===== src/fxu_pkg.sv =====
// Package for the floating-point exception flag and mask unit.
// Assumes a single core clock and a synchronous active-high reset.
package fxu_pkg;
  // Status word field positions
  localparam int ST_INVALID_BIT = 0;
  localparam int ST_DENORM_BIT = 1;
  localparam int ST_ZERODIV_BIT = 2;
  localparam int ST_OVERFLOW_BIT = 3;
  localparam int ST_UNDERFLOW_BIT = 4;
  localparam int ST_INEXACT_BIT = 5;
  localparam int ST_STACK_FAULT_BIT = 6;
  localparam int ST_SUMMARY_BIT = 7;
  localparam int ST_COND_ONE_BIT = 9;
  localparam int EXC_CLASSES = 6;
  // Control word reset value: all six classes masked
  localparam logic [15:0] CTRL_RESET = 16'h037F;
  localparam logic [15:0] STATUS_RESET = 16'h0000;
  localparam logic [5:0] EXC_MASK_FIELD = 6'h3F;
  // APB register byte addresses
  localparam logic [11:0] REG_STATUS = 12'h000;
  localparam logic [11:0] REG_CONTROL = 12'h004;
  localparam logic [11:0] REG_LAST_OP = 12'h008;
  localparam logic [11:0] REG_CLEAR = 12'h00C;
  // Opcode classes of the instruction stream
  typedef enum logic [4:0] {
    OP_NONE = 5'h00,
    OP_LEGACY_INT_ENABLE = 5'h01,
    OP_LEGACY_INT_DISABLE = 5'h02,
    OP_LEGACY_PROTMODE_SET = 5'h03,
    OP_LOAD_CONTROL_WORD = 5'h04,
    OP_FULL_STATE_RESTORE = 5'h05,
    OP_EXT_STATE_RESTORE = 5'h06,
    OP_STORE_CONTROL_WORD = 5'h07,
    OP_STORE_STATUS_WORD = 5'h08,
    OP_FULL_STATE_SAVE = 5'h09,
    OP_EXT_STATE_SAVE = 5'h0A,
    OP_LOAD_REG = 5'h0B,
    OP_LOAD_EXTENDED_MEM = 5'h0C,
    OP_LOAD_CONSTANT = 5'h0D,
    OP_LOAD_SINGLE_DOUBLE = 5'h0E,
    OP_STORE_REG = 5'h0F,
    OP_STORE_POP_EXTENDED = 5'h10,
    OP_STORE_SINGLE_DOUBLE = 5'h11,
    OP_TRUNC_INT_STORE_POP = 5'h12,
    OP_OTHER_ARITH = 5'h13,
    OP_OTHER_NONARITH = 5'h14,
    OP_CLEAR_EXC = 5'h15
  } fxu_op_t;
  typedef enum logic [1:0] {
    ST_IDLE = 2'b00,
    ST_HANDLER = 2'b01
  } fxu_state_t;
endpackage : fxu_pkg

===== src/fxu_exception_unit.sv =====
// Exception flag and mask unit of a stack floating-point unit.
// Assumes the integer core issues one opcode per valid cycle and
// reports datapath conditions in the same cycle; APB reaches state.
//
// The address map and the APB interface to the registers were decided locally.
`timescale 1ns/1ps
`default_nettype none
module fxu_exception_unit
  import fxu_pkg::*;
(
  input wire logic core_clk, // Core clock, 200 MHz
  input wire logic reset, // Synchronous, active high
  input wire logic opValid, // Opcode presented this cycle
  input wire fxu_op_t opcode, // Decoded opcode class
  input wire logic [15:0] opData, // Word loaded by control/restore ops
  input wire logic stackOverflow, // Push onto non-empty register
  input wire logic stackUnderflow, // Read of empty register
  input wire logic invalidOperand, // Invalid arithmetic operand seen
  input wire logic denormOperand, // Denormal operand seen
  input wire logic zeroDivide, // Divide by zero seen
  input wire logic numOverflow, // Result overflow
  input wire logic numUnderflow, // Result underflow
  input wire logic inexactResult, // Result rounded
  input wire logic handlerDone, // Core finished the handler
  output logic storeValid, // Store data valid
  output logic [15:0] storeData, // Word read by store/save ops
  output logic handlerReq, // Software handler invoked
  output logic holdState, // Keep stack pointer and sources
  output logic writeIndefinite, // Write indefinite to destination
  input wire logic psel, // APB select
  input wire logic penable, // APB enable
  input wire logic pwrite, // APB direction
  input wire logic [11:0] paddr, // APB byte address
  input wire logic [31:0] pwdata, // APB write data
  output logic pready, // APB ready
  output logic [31:0] prdata, // APB read data
  output logic pslverr // APB error
);
  logic [15:0] status_reg;
  logic [15:0] control_reg;
  logic [4:0] lastOp_reg;
  logic [15:0] storeData_reg;
  logic storeValid_reg;
  logic writeIndef_reg;
  fxu_state_t state_reg;
  fxu_state_t state_next;
  logic isArith;
  logic isLegacyNop;
  logic opLive;
  logic stackFault;
  logic [5:0] newExc;
  logic [5:0] unmaskedNew;
  logic [5:0] flagsAfter;
  logic maskLoad;
  logic apbAccess;
  logic apbWrite;
  logic apbClear;
  logic apbCtrlWrite;
  logic mapped;

  fxu_op_classifier u_class (
    .opcode(opcode),
    .isArith(isArith),
    .isLegacyNop(isLegacyNop)
  );

  // Legacy opcodes are dropped before touching any state
  assign opLive = opValid && !isLegacyNop && (state_reg == ST_IDLE);

  // Stack faults do not need an operand, so any non-legacy opcode may raise one
  assign stackFault = opLive && (stackOverflow || stackUnderflow);

  // Operand-derived classes only for the arithmetic class
  always_comb begin
    newExc = 6'h00;
    newExc[ST_INVALID_BIT] = stackFault || (opLive && isArith && invalidOperand);
    newExc[ST_DENORM_BIT] = opLive && isArith && denormOperand;
    newExc[ST_ZERODIV_BIT] = opLive && isArith && zeroDivide;
    newExc[ST_OVERFLOW_BIT] = opLive && isArith && numOverflow;
    newExc[ST_UNDERFLOW_BIT] = opLive && isArith && numUnderflow;
    newExc[ST_INEXACT_BIT] = opLive && isArith && inexactResult;
  end

  assign unmaskedNew = newExc & ~control_reg[5:0];
  assign maskLoad = opLive && (opcode == OP_LOAD_CONTROL_WORD || opcode == OP_FULL_STATE_RESTORE
                    || opcode == OP_EXT_STATE_RESTORE);

  // APB decode; slave answers in the access cycle, no wait states.
  // Ready is tied high because every register is a plain flop or a
  // mux of flops, so the read path settles well inside one period.
  // Unmapped addresses answer with an error and read as zero; a
  // write there changes nothing, so stray software cannot disturb
  // the flags. The control register write is meant for test only:
  // in normal use the masks change through the load ops alone.
  // The clear register is write-only; only bit 0 has an effect.
  // Address decode compares the full byte address, so unaligned
  // accesses fall into the unmapped case as well.
  // Trade-off: no byte strobes, a word write replaces the whole
  // control word, which keeps the decode small.
  assign apbAccess = psel && penable;
  assign apbWrite = apbAccess && pwrite;
  assign mapped = (paddr == REG_STATUS) || (paddr == REG_CONTROL) || (paddr == REG_LAST_OP)
                  || (paddr == REG_CLEAR);
  assign apbClear = apbWrite && (paddr == REG_CLEAR) && pwdata[0];
  assign apbCtrlWrite = apbWrite && (paddr == REG_CONTROL);
  assign pready = 1'b1;
  assign pslverr = apbAccess && !mapped;

  // Flags after this cycle's clear, with new events winning over the clear
  assign flagsAfter = ((apbClear || (opLive && opcode == OP_CLEAR_EXC)) ? 6'h00 : status_reg[5:0])
                      | newExc;

  // Status word: sticky flags, stack fault, summary and direction bit
  always_ff @(posedge core_clk) begin
    if (reset) begin
      status_reg <= STATUS_RESET;
    end else if (maskLoad && (opcode != OP_LOAD_CONTROL_WORD)) begin
      // Restores reload the environment; status is cleared, but a
      // fault raised in the same cycle still wins over the clear
      status_reg <= STATUS_RESET;
      status_reg[5:0] <= newExc;
      if (stackFault) begin
        status_reg[ST_STACK_FAULT_BIT] <= 1'b1;
        status_reg[ST_COND_ONE_BIT] <= stackOverflow;
      end
    end else begin
      status_reg[5:0] <= flagsAfter;
      if (stackFault) begin
        status_reg[ST_STACK_FAULT_BIT] <= 1'b1;
        status_reg[ST_COND_ONE_BIT] <= stackOverflow;
      end else if (apbClear || (opLive && opcode == OP_CLEAR_EXC)) begin
        status_reg[ST_STACK_FAULT_BIT] <= 1'b0; // Invalid operand never clears it
      end
      status_reg[ST_SUMMARY_BIT] <= |(flagsAfter & ~control_reg[5:0]) || (|unmaskedNew);
    end
  end

  // Control word: masks change only by the load ops, or by software test access
  always_ff @(posedge core_clk) begin
    if (reset) begin
      control_reg <= CTRL_RESET;
    end else if (maskLoad) begin
      control_reg <= opData;
    end else if (apbCtrlWrite) begin
      control_reg <= pwdata[15:0];
    end
  end

  // Store and save ops read masks or flags
  always_ff @(posedge core_clk) begin
    if (reset) begin
      storeData_reg <= 16'h0000;
      storeValid_reg <= 1'b0;
    end else begin
      storeValid_reg <= 1'b0;
      if (opLive && (opcode == OP_STORE_CONTROL_WORD)) begin
        storeData_reg <= control_reg;
        storeValid_reg <= 1'b1;
      end else if (opLive && (opcode == OP_STORE_STATUS_WORD || opcode == OP_FULL_STATE_SAVE
                   || opcode == OP_EXT_STATE_SAVE)) begin
        storeData_reg <= status_reg;
        storeValid_reg <= 1'b1;
      end
    end
  end

  // Save ops return only the status word, on the following cycle
  assign storeValid = storeValid_reg;
  assign storeData = storeData_reg;

  // Last accepted opcode, for software visibility
  always_ff @(posedge core_clk) begin
    if (reset) begin
      lastOp_reg <= 5'h00;
    end else if (opLive) begin
      lastOp_reg <= opcode;
    end
  end

  // Masked stack fault: destination gets the indefinite value
  always_ff @(posedge core_clk) begin
    if (reset) begin
      writeIndef_reg <= 1'b0;
    end else begin
      writeIndef_reg <= stackFault && control_reg[ST_INVALID_BIT];
    end
  end
  assign writeIndefinite = writeIndef_reg;

  // Handler sequencing: an unmasked invalid holds stack state until done
  always_comb begin
    state_next = state_reg;
    case (state_reg)
      ST_IDLE: begin
        if (unmaskedNew[ST_INVALID_BIT]) begin
          state_next = ST_HANDLER;
        end
      end
      ST_HANDLER: begin
        if (handlerDone) begin
          state_next = ST_IDLE;
        end
      end
      default: state_next = ST_IDLE;
    endcase
  end

  always_ff @(posedge core_clk) begin
    if (reset) begin
      state_reg <= ST_IDLE;
    end else begin
      state_reg <= state_next;
    end
  end

  // While the handler runs no new opcode is accepted
  assign handlerReq = (state_reg == ST_HANDLER);
  assign holdState = (state_reg == ST_HANDLER) || unmaskedNew[ST_INVALID_BIT];

  // APB read mux, unmapped reads zero
  always_comb begin
    prdata = 32'h00000000;
    if (apbAccess && !pwrite) begin
      case (paddr)
        REG_STATUS: prdata = {16'h0000, status_reg};
        REG_CONTROL: prdata = {16'h0000, control_reg};
        REG_LAST_OP: prdata = {27'h0000000, lastOp_reg};
        default: prdata = 32'h00000000;
      endcase
    end
  end
endmodule : fxu_exception_unit
`default_nettype wire


===== src/fxu_op_classifier.sv =====
// Per-opcode lookup of the arithmetic class.
// Assumes the opcode is presented from logic on the same clock.
`timescale 1ns/1ps
`default_nettype none
module fxu_op_classifier
  import fxu_pkg::*;
(
  input wire fxu_op_t opcode, // Decoded opcode class
  output logic isArith, // Operand-derived exceptions apply
  output logic isLegacyNop // Legacy opcode, no effect
);
  // Fixed table: anything not listed is non-arithmetic
  always_comb begin
    isLegacyNop = 1'b0;
    case (opcode)
      OP_LOAD_SINGLE_DOUBLE: isArith = 1'b1;
      OP_STORE_SINGLE_DOUBLE: isArith = 1'b1;
      OP_TRUNC_INT_STORE_POP: isArith = 1'b1;
      OP_OTHER_ARITH: isArith = 1'b1;
      OP_LEGACY_INT_ENABLE, OP_LEGACY_INT_DISABLE, OP_LEGACY_PROTMODE_SET: begin
        isArith = 1'b0;
        isLegacyNop = 1'b1;
      end
      default: isArith = 1'b0;
    endcase
  end
endmodule : fxu_op_classifier
`default_nettype wire


===== config.mk =====
export PLATFORM = sky130hd
export DESIGN_NAME = fxu_exception_unit
export DESIGN_NICKNAME = d
export VERILOG_FILES = /design/src/fxu_pkg.sv /design/src/fxu_exception_unit.sv /design/src/fxu_op_classifier.sv
export SDC_FILE = /design/constraint.sdc
export NUM_CORES = 1
export LEC_CHECK = 0
export BUFFER_PORTS_ARGS = -buffer_cell sky130_fd_sc_hd__buf_2
export CORE_ASPECT_RATIO = 2
export CORE_MARGIN = 2
export CORE_UTILIZATION = 41
export CTS_CLUSTER_SIZE = 20
export DETAILED_ROUTE_END_ITERATION = 10
export HOLD_SLACK_MARGIN = 0.06
export PLACE_DENSITY_LB_ADDON = 0.05
export SYNTH_ARGS = -nofsm -noshare
export SYNTH_HDL_FRONTEND = slang
export SYNTH_SLANG_ARGS = --single-unit

===== constraint.sdc =====
create_clock -name core_clk -period 1.55 [get_ports core_clk]
set_input_delay 0.155 -clock core_clk [delete_from_list [all_inputs] [get_ports core_clk]]
set_output_delay 0.155 -clock core_clk [all_outputs]
set_load 0.1 [all_outputs]

Yosys cells after proc, flatten, opt, wreduce, memory -nomap -nowiden
Cells that the tools add are included.
{"block": "totals", "register_bits": 50, "in_bits": 80, "out_inout_bits": 54, "elab_cells": 107}
{"block": "classes", "n_eq_ne": 22, "mux": 21, "n_bitwise": 4, "reduce_logical": 50}
{"operator": "2-to-1 mux 16 bit", "n": 5}
{"operator": "one-hot mux 16 bit (3 select lines)", "n": 1}
{"operator": "equality test 12 x 4 -> 1 bit (second input constant)", "n": 2}
{"operator": "logical AND 1 bit", "n": 23}
{"operator": "equality test 5 x 3 -> 1 bit (second input constant)", "n": 4}
{"operator": "equality test 5 x 4 -> 1 bit (second input constant)", "n": 4}
{"operator": "equality test 5 bit (second input constant)", "n": 4}
{"operator": "bitwise AND 6 bit", "n": 2}
{"operator": "equality test 12 x 3 -> 1 bit (second input constant)", "n": 1}
{"operator": "zero test 12 bit", "n": 1}
{"operator": "logical OR 1 bit", "n": 12}
{"operator": "OR reduction 6 bit", "n": 2}
{"operator": "equality test 5 x 2 -> 1 bit (second input constant)", "n": 2}
{"operator": "2-to-1 mux 1 bit", "n": 10}
{"operator": "2-to-1 mux 7 bit", "n": 1}
{"operator": "2-to-1 mux 6 bit", "n": 1}
{"operator": "inverter 6 bit", "n": 1}
{"operator": "OR 6 bit", "n": 1}
{"operator": "nonzero test 2 bit", "n": 3}
{"operator": "equality test 5 x 1 -> 1 bit (second input constant)", "n": 1}
{"operator": "inequality test 5 x 3 -> 1 bit (second input constant)", "n": 1}
{"operator": "2-to-1 mux 2 bit", "n": 2}
{"operator": "inequality test 2 bit (second input constant)", "n": 2}
{"operator": "one-hot mux 2 bit (2 select lines)", "n": 1}
{"operator": "8 further kinds", "n": 10}

Logic depth before layout (Yosys ltp)
{"block": "depth", "depth_word": 13, "ltp_mapped": 7, "ltp_nobuf": 5}

Cells and area by module
A second synthesis with hierarchy kept.
{"block": "unflattened", "cells_unflattened": 313, "hier_area_um2": 2623.8}
{"mod": "fxu_exception_unit", "n_inst": 1, "cells_per_inst": 308, "area_each_um2": 2591.2, "seq_area_each_um2": 980.9}
{"mod": "fxu_op_classifier", "n_inst": 1, "cells_per_inst": 5, "area_each_um2": 32.5, "seq_area_each_um2": 0.0}

Worst setup path after synthesis
No wires, ideal clock.
{"block": "synth_timing", "path_type": "register -> output", "from": "register state_reg[0]", "to": "output port holdState", "arrival_ps": 2417, "required_ps": 1395, "slack_ps": -1022, "path_stages_with_launch": 7, "path_buffers": 1, "path_cell_list": "dfxtp_1 -> and2b_1 -> o41ai_1 -> buf_2 -> nor2_1 -> o31ai_1 -> nand2b_1"}
{"block": "synth_via", "elab_chain_len": 7, "elab_cells_between_ends": 9, "classes_between": "eq/ne (1); bitwise (1); reduce/logical (7)"}
{"item": "start: declaration", "line": "fxu_exception_unit.sv:45", "source": "fxu_state_t state_reg;"}
{"item": "start signal: assignment", "line": "fxu_exception_unit.sv:212", "source": "state_reg <= state_next;"}
{"item": "zero test 2 bit", "line": "fxu_exception_unit.sv:68", "source": "assign opLive = opValid && !isLegacyNop && (state_reg == ST_IDLE);"}
{"item": "logical AND 1 bit", "line": "fxu_exception_unit.sv:68"}
{"item": "logical AND 1 bit (2 in series)", "line": "fxu_exception_unit.sv:76", "source": "newExc[ST_INVALID_BIT] = stackFault || (opLive && isArith && invalidOperand);"}
{"item": "logical OR 1 bit", "line": "fxu_exception_unit.sv:76"}
{"item": "bitwise AND 6 bit", "line": "fxu_exception_unit.sv:84", "source": "assign unmaskedNew = newExc & ~control_reg[5:0];"}
{"item": "logical OR 1 bit (*)", "line": "fxu_exception_unit.sv:218", "source": "assign holdState = (state_reg == ST_HANDLER) || unmaskedNew[ST_INVALID_BIT];"}
{"item": "end: declaration", "line": "fxu_exception_unit.sv:28", "source": "output logic holdState,"}
Mark *: on every way between the ends. The rest lies on a longest branch, timed or not.

Worst setup path after layout
{"block": "layout_timing", "from": "input port paddr[7]", "to": "output port prdata[9]"}
{"block": "layout_via", "elab_chain_len": 3, "elab_cells_between_ends": 5, "classes_between": "eq/ne (2); mux (2); reduce/logical (1)"}
{"item": "start: declaration", "line": "fxu_exception_unit.sv:33", "source": "input wire logic [11:0] paddr,"}
{"item": "equality test 12 x 4 -> 1 bit (tied with other cells)", "line": "fxu_exception_unit.sv:224", "source": "case (paddr)"}
{"item": "one-hot mux 16 bit (3 select lines) (*)", "line": "fxu_exception_unit.sv:224"}
{"item": "2-to-1 mux 16 bit (*)", "line": "fxu_exception_unit.sv:223", "source": "if (apbAccess && !pwrite) begin"}
{"item": "end: declaration", "line": "fxu_exception_unit.sv:36", "source": "output logic [31:0] prdata,"}
Marks and branches as above.

==> results by group <==
Die
  • Initial Util: 42.36%
  • Die ar.: 7164 µm²
  • Ports: 134
  • Die width: 60.86 µm
  • Core Footprint: 6259 µm²
  • Site Rows: 41
  • Die span in y: 117.7 µm

Clock tree
  • TritonCTS clock tree: built
  • Reg clk slew, reported paths: 0.06 ns
  • Clk sinks: 49
  • Htree depth: 2
  • CTS Root Cell: clkbuf_16
  • Clk buf depth: 2
  • CTS Buf Count: 5
  • Worst-skew pair later-pin latency: 0.30 ns

Place
  • Dpl hpwl: 6.597 mm
  • Dpl ws: -0.1795 ns
  • Gp weighted congestion: 0.9367
  • Input/output buffers: 100

Power
  • Switching power: 1002 µW
  • Power Internal: 2114 µW
  • Combinational share of power: 22.6%
  • Pwr dens: 734.3 nW/µm²
  • Clk pwr share: 35.0%
  • Maximum vdd drop: 839.0 µV
  • Static leakage: 0.001780 µW
  • Total power: 3116 µW
  • Sequential share of power: 42.4%
  • Sw Ratio: 32.15%

Timing
  • Final setup TNS: -2.007 ns
  • Final slew viol count: 0
  • Fmax: 582.9 MHz
  • Unrepaired setup endpoints after global routing: true
  • Setup ws final: -0.1657 ns
  • Final period utilization: 110.7%
  • Worst Hold Slack: 0.06826 ns
  • Crit path time final: 1.716 ns
  • Setup Skew: 0.007965 ns
  • Setup-failing EPs final: 20
  • Fin. Hold Viols: 0

Global routing
  • Grt total ovfl: 0
  • GRT Util Overall: 24.78%
  • First-pass GRT wire length: 13.25 mm
  • Antenna violations before repair: 0
  • Largest net degree at the start of global routing: 20
  • Vias in the first global route: 2789

Setup path
  • Register-to-Register Path Depth: 8
  • CP bufs+invs: 2
  • CP max stage cell: or4_4
  • Crit-path max cell delay: 0.53 ns
  • Critical path depth in cells: 6
  • Crit path launch: paddr[7]
  • End of the critical path: prdata[9]
  • CP arrival: 1.56 ns
  • R2R Setup Slk: -0.04 ns
  • Worst r2r dst: storeData[7]
  • Critical path endpoint category: primary output
  • Crit-path cells: buf_6 -> nor4_4 -> nand3_2 -> or4_4 -> nor2_4 -> buf_12
  • CP top delay family: simple AND/OR/NAND/NOR gates
  • Data required time of the worst path: 1.39 ns
  • Startpoint types: input pin
  • WS Path Type: input pin to primary output
  • R2r startpoint: state_reg[0]
  • Worst-path maximum fanout: 4

Finish
  • Share of cells above drive strength 1: 47.24%
  • Nets: 532
  • Fin util: 67.79%
  • Commonest non-fill, non-tap cell in the layout: buf_2
  • Layout Area Growth over Synthesis: 60.03%
  • N_diodes: 0
  • Fillers: 551
  • Most frequent cells in the layout: 79 x buf_2, 48 x dfxtp_1, 40 x nor2_1

Routing
  • Post-route DRC: 0
  • Wire length per cell: 15.49 µm
  • Post-route ant nets: 0
  • Drt total wl: 8.347 mm
  • Vias/cell: 5.045
  • Vias post-DR: 2719
  • Initial DRC count: 100
  • Drt first pass iters: 4

Flow run
  • Max-Cap Viols: 0

Yosys
  • Most used DFF post-synth: dfxtp_1
  • Count of state elements after synthesis: 49
  • Syn_area_per_cell: 8.471 µm²
  • Number of flops mapped to enable cells by yosys: 0
  • Mapped Cells: 313
  • Sequential share of the synthesized area: 37.00%
  • Cell Area, Synth: 2651 µm²
  • Library cells used by synthesis: 48
  • Asr flop ratio synth: 0%
  • YS warnings: 0

Status
  • Status: finished, violations left
  • Violated checks: setup timing

Hold path
  • Hold Crit Class: input pin to register
[worst reg2reg max path, cell delays in order, from the launching register on]
cell	delay, ns
dfxtp_4	0.34
buf_6	0.11
nand2b_4	0.14
buf_6	0.11
nor4_4	0.14
buf_4	0.19
buf_12	0.13
mux2i_2	0.23
a211oi_1	0.09
[worst min path at each step]
| stage | start | end | slack [ns] | depth (start not counted) |
|---|---|---|---|---|
| finish | opData[13] | control_reg[13] | 0.07 | 3 |
| global route | opData[13] | control_reg[13] | 0.08 | 3 |
| CTS | opData[14] | control_reg[14] | 0.06 | 3 |
| detailed placement | opData[10] | control_reg[10] | 0.36 | 3 |
| global placement | opData[11] | control_reg[11] | 0.35 | 3 |
| floorplan | opData[10] | control_reg[10] | 0.26 | 2 |
[cell type report]
| type | count | area [µm²] | share of cell area (%) |
|---|---|---|---|
| multi-input cells | 236 | 1738 | 40.96 |
| clock inverters | 2 | 13.76 | 0.3244 |
| well taps | 86 | 107.6 | 2.536 |
| inverters | 11 | 41.29 | 0.9732 |
| repair buffers | 149 | 1229 | 28.96 |
| clock buffers | 6 | 128.9 | 3.037 |
| flip-flops and latches | 49 | 984.7 | 23.21 |
[kinds of logic (layout without fill, tap and decap cells)]
logic type / after synthesis / count (layout) / share of synthesized area, %
buffers and inverters: 43 / 168 / 9.863
AO/OA/AOI/OAI: 73 / 73 / 18.22
multiplexers: 32 / 32 / 12.08
other: 2 / 17 / 0.2833
flip-flops: 49 / 49 / 37.00
AND/OR/NAND/NOR: 114 / 114 / 22.56
[power groups by stage]
stage	logic, µW	clock network (µW)	registers, µW
floorplan	424	0	1420
global placement	658	0	1350
detailed placement	662	0	1350
CTS	698	1110	1320
global route	747	1150	1320
finish	704	1090	1320
[cell usage after synthesis, types with 7 or more instances]
cell type / count / share of area, %
o21ai_0: 7 / 1.3
nand2_1: 13 / 1.8
buf_4: 17 / 4.8
and2_1: 8 / 1.9
a211oi_1: 9 / 2.5
dfxtp_1: 49 / 37
nor2b_1: 7 / 1.7
a22oi_1: 8 / 2.3
nor2_1: 55 / 7.8
inv_1: 11 / 1.6
a21oi_1: 24 / 4.5
mux2i_1: 32 / 12
[layer usage]
layer / wire length, µm / up-vias / share of wire (%) / GRT usage, %
met5: 0 / - / 0 / 0
met4: 335 / 0 / 4.0 / 11.14
met3: 285 / 18 / 3.4 / 4.725
met2: 4994 / 73 / 60 / 47.31
met1: 2731 / 1280 / 33 / 23.22
li1: - / 1348 / - / -
[what timing repair did]
| action | in CTS | in global routing |
|---|---|---|
| setup buffers | 7 | 6 |
| cloned | 2 | 1 |
| hold buffers | 3 | 0 |
| resized for setup | 12 | 25 |
| setup endpoints to repair | 30 | 44 |
| hold endpoints to repair | 3 | 0 |
| pin swaps | 7 | 11 |
[stage by stage]
step	instances	cell area, µm²
after floorplan	328	2920
after global placement	516	3829
after detailed placement	516	3829
after CTS	535	4159
after global routing	539	4243
final	539	4243
Power figures use the tool's default switching activity.
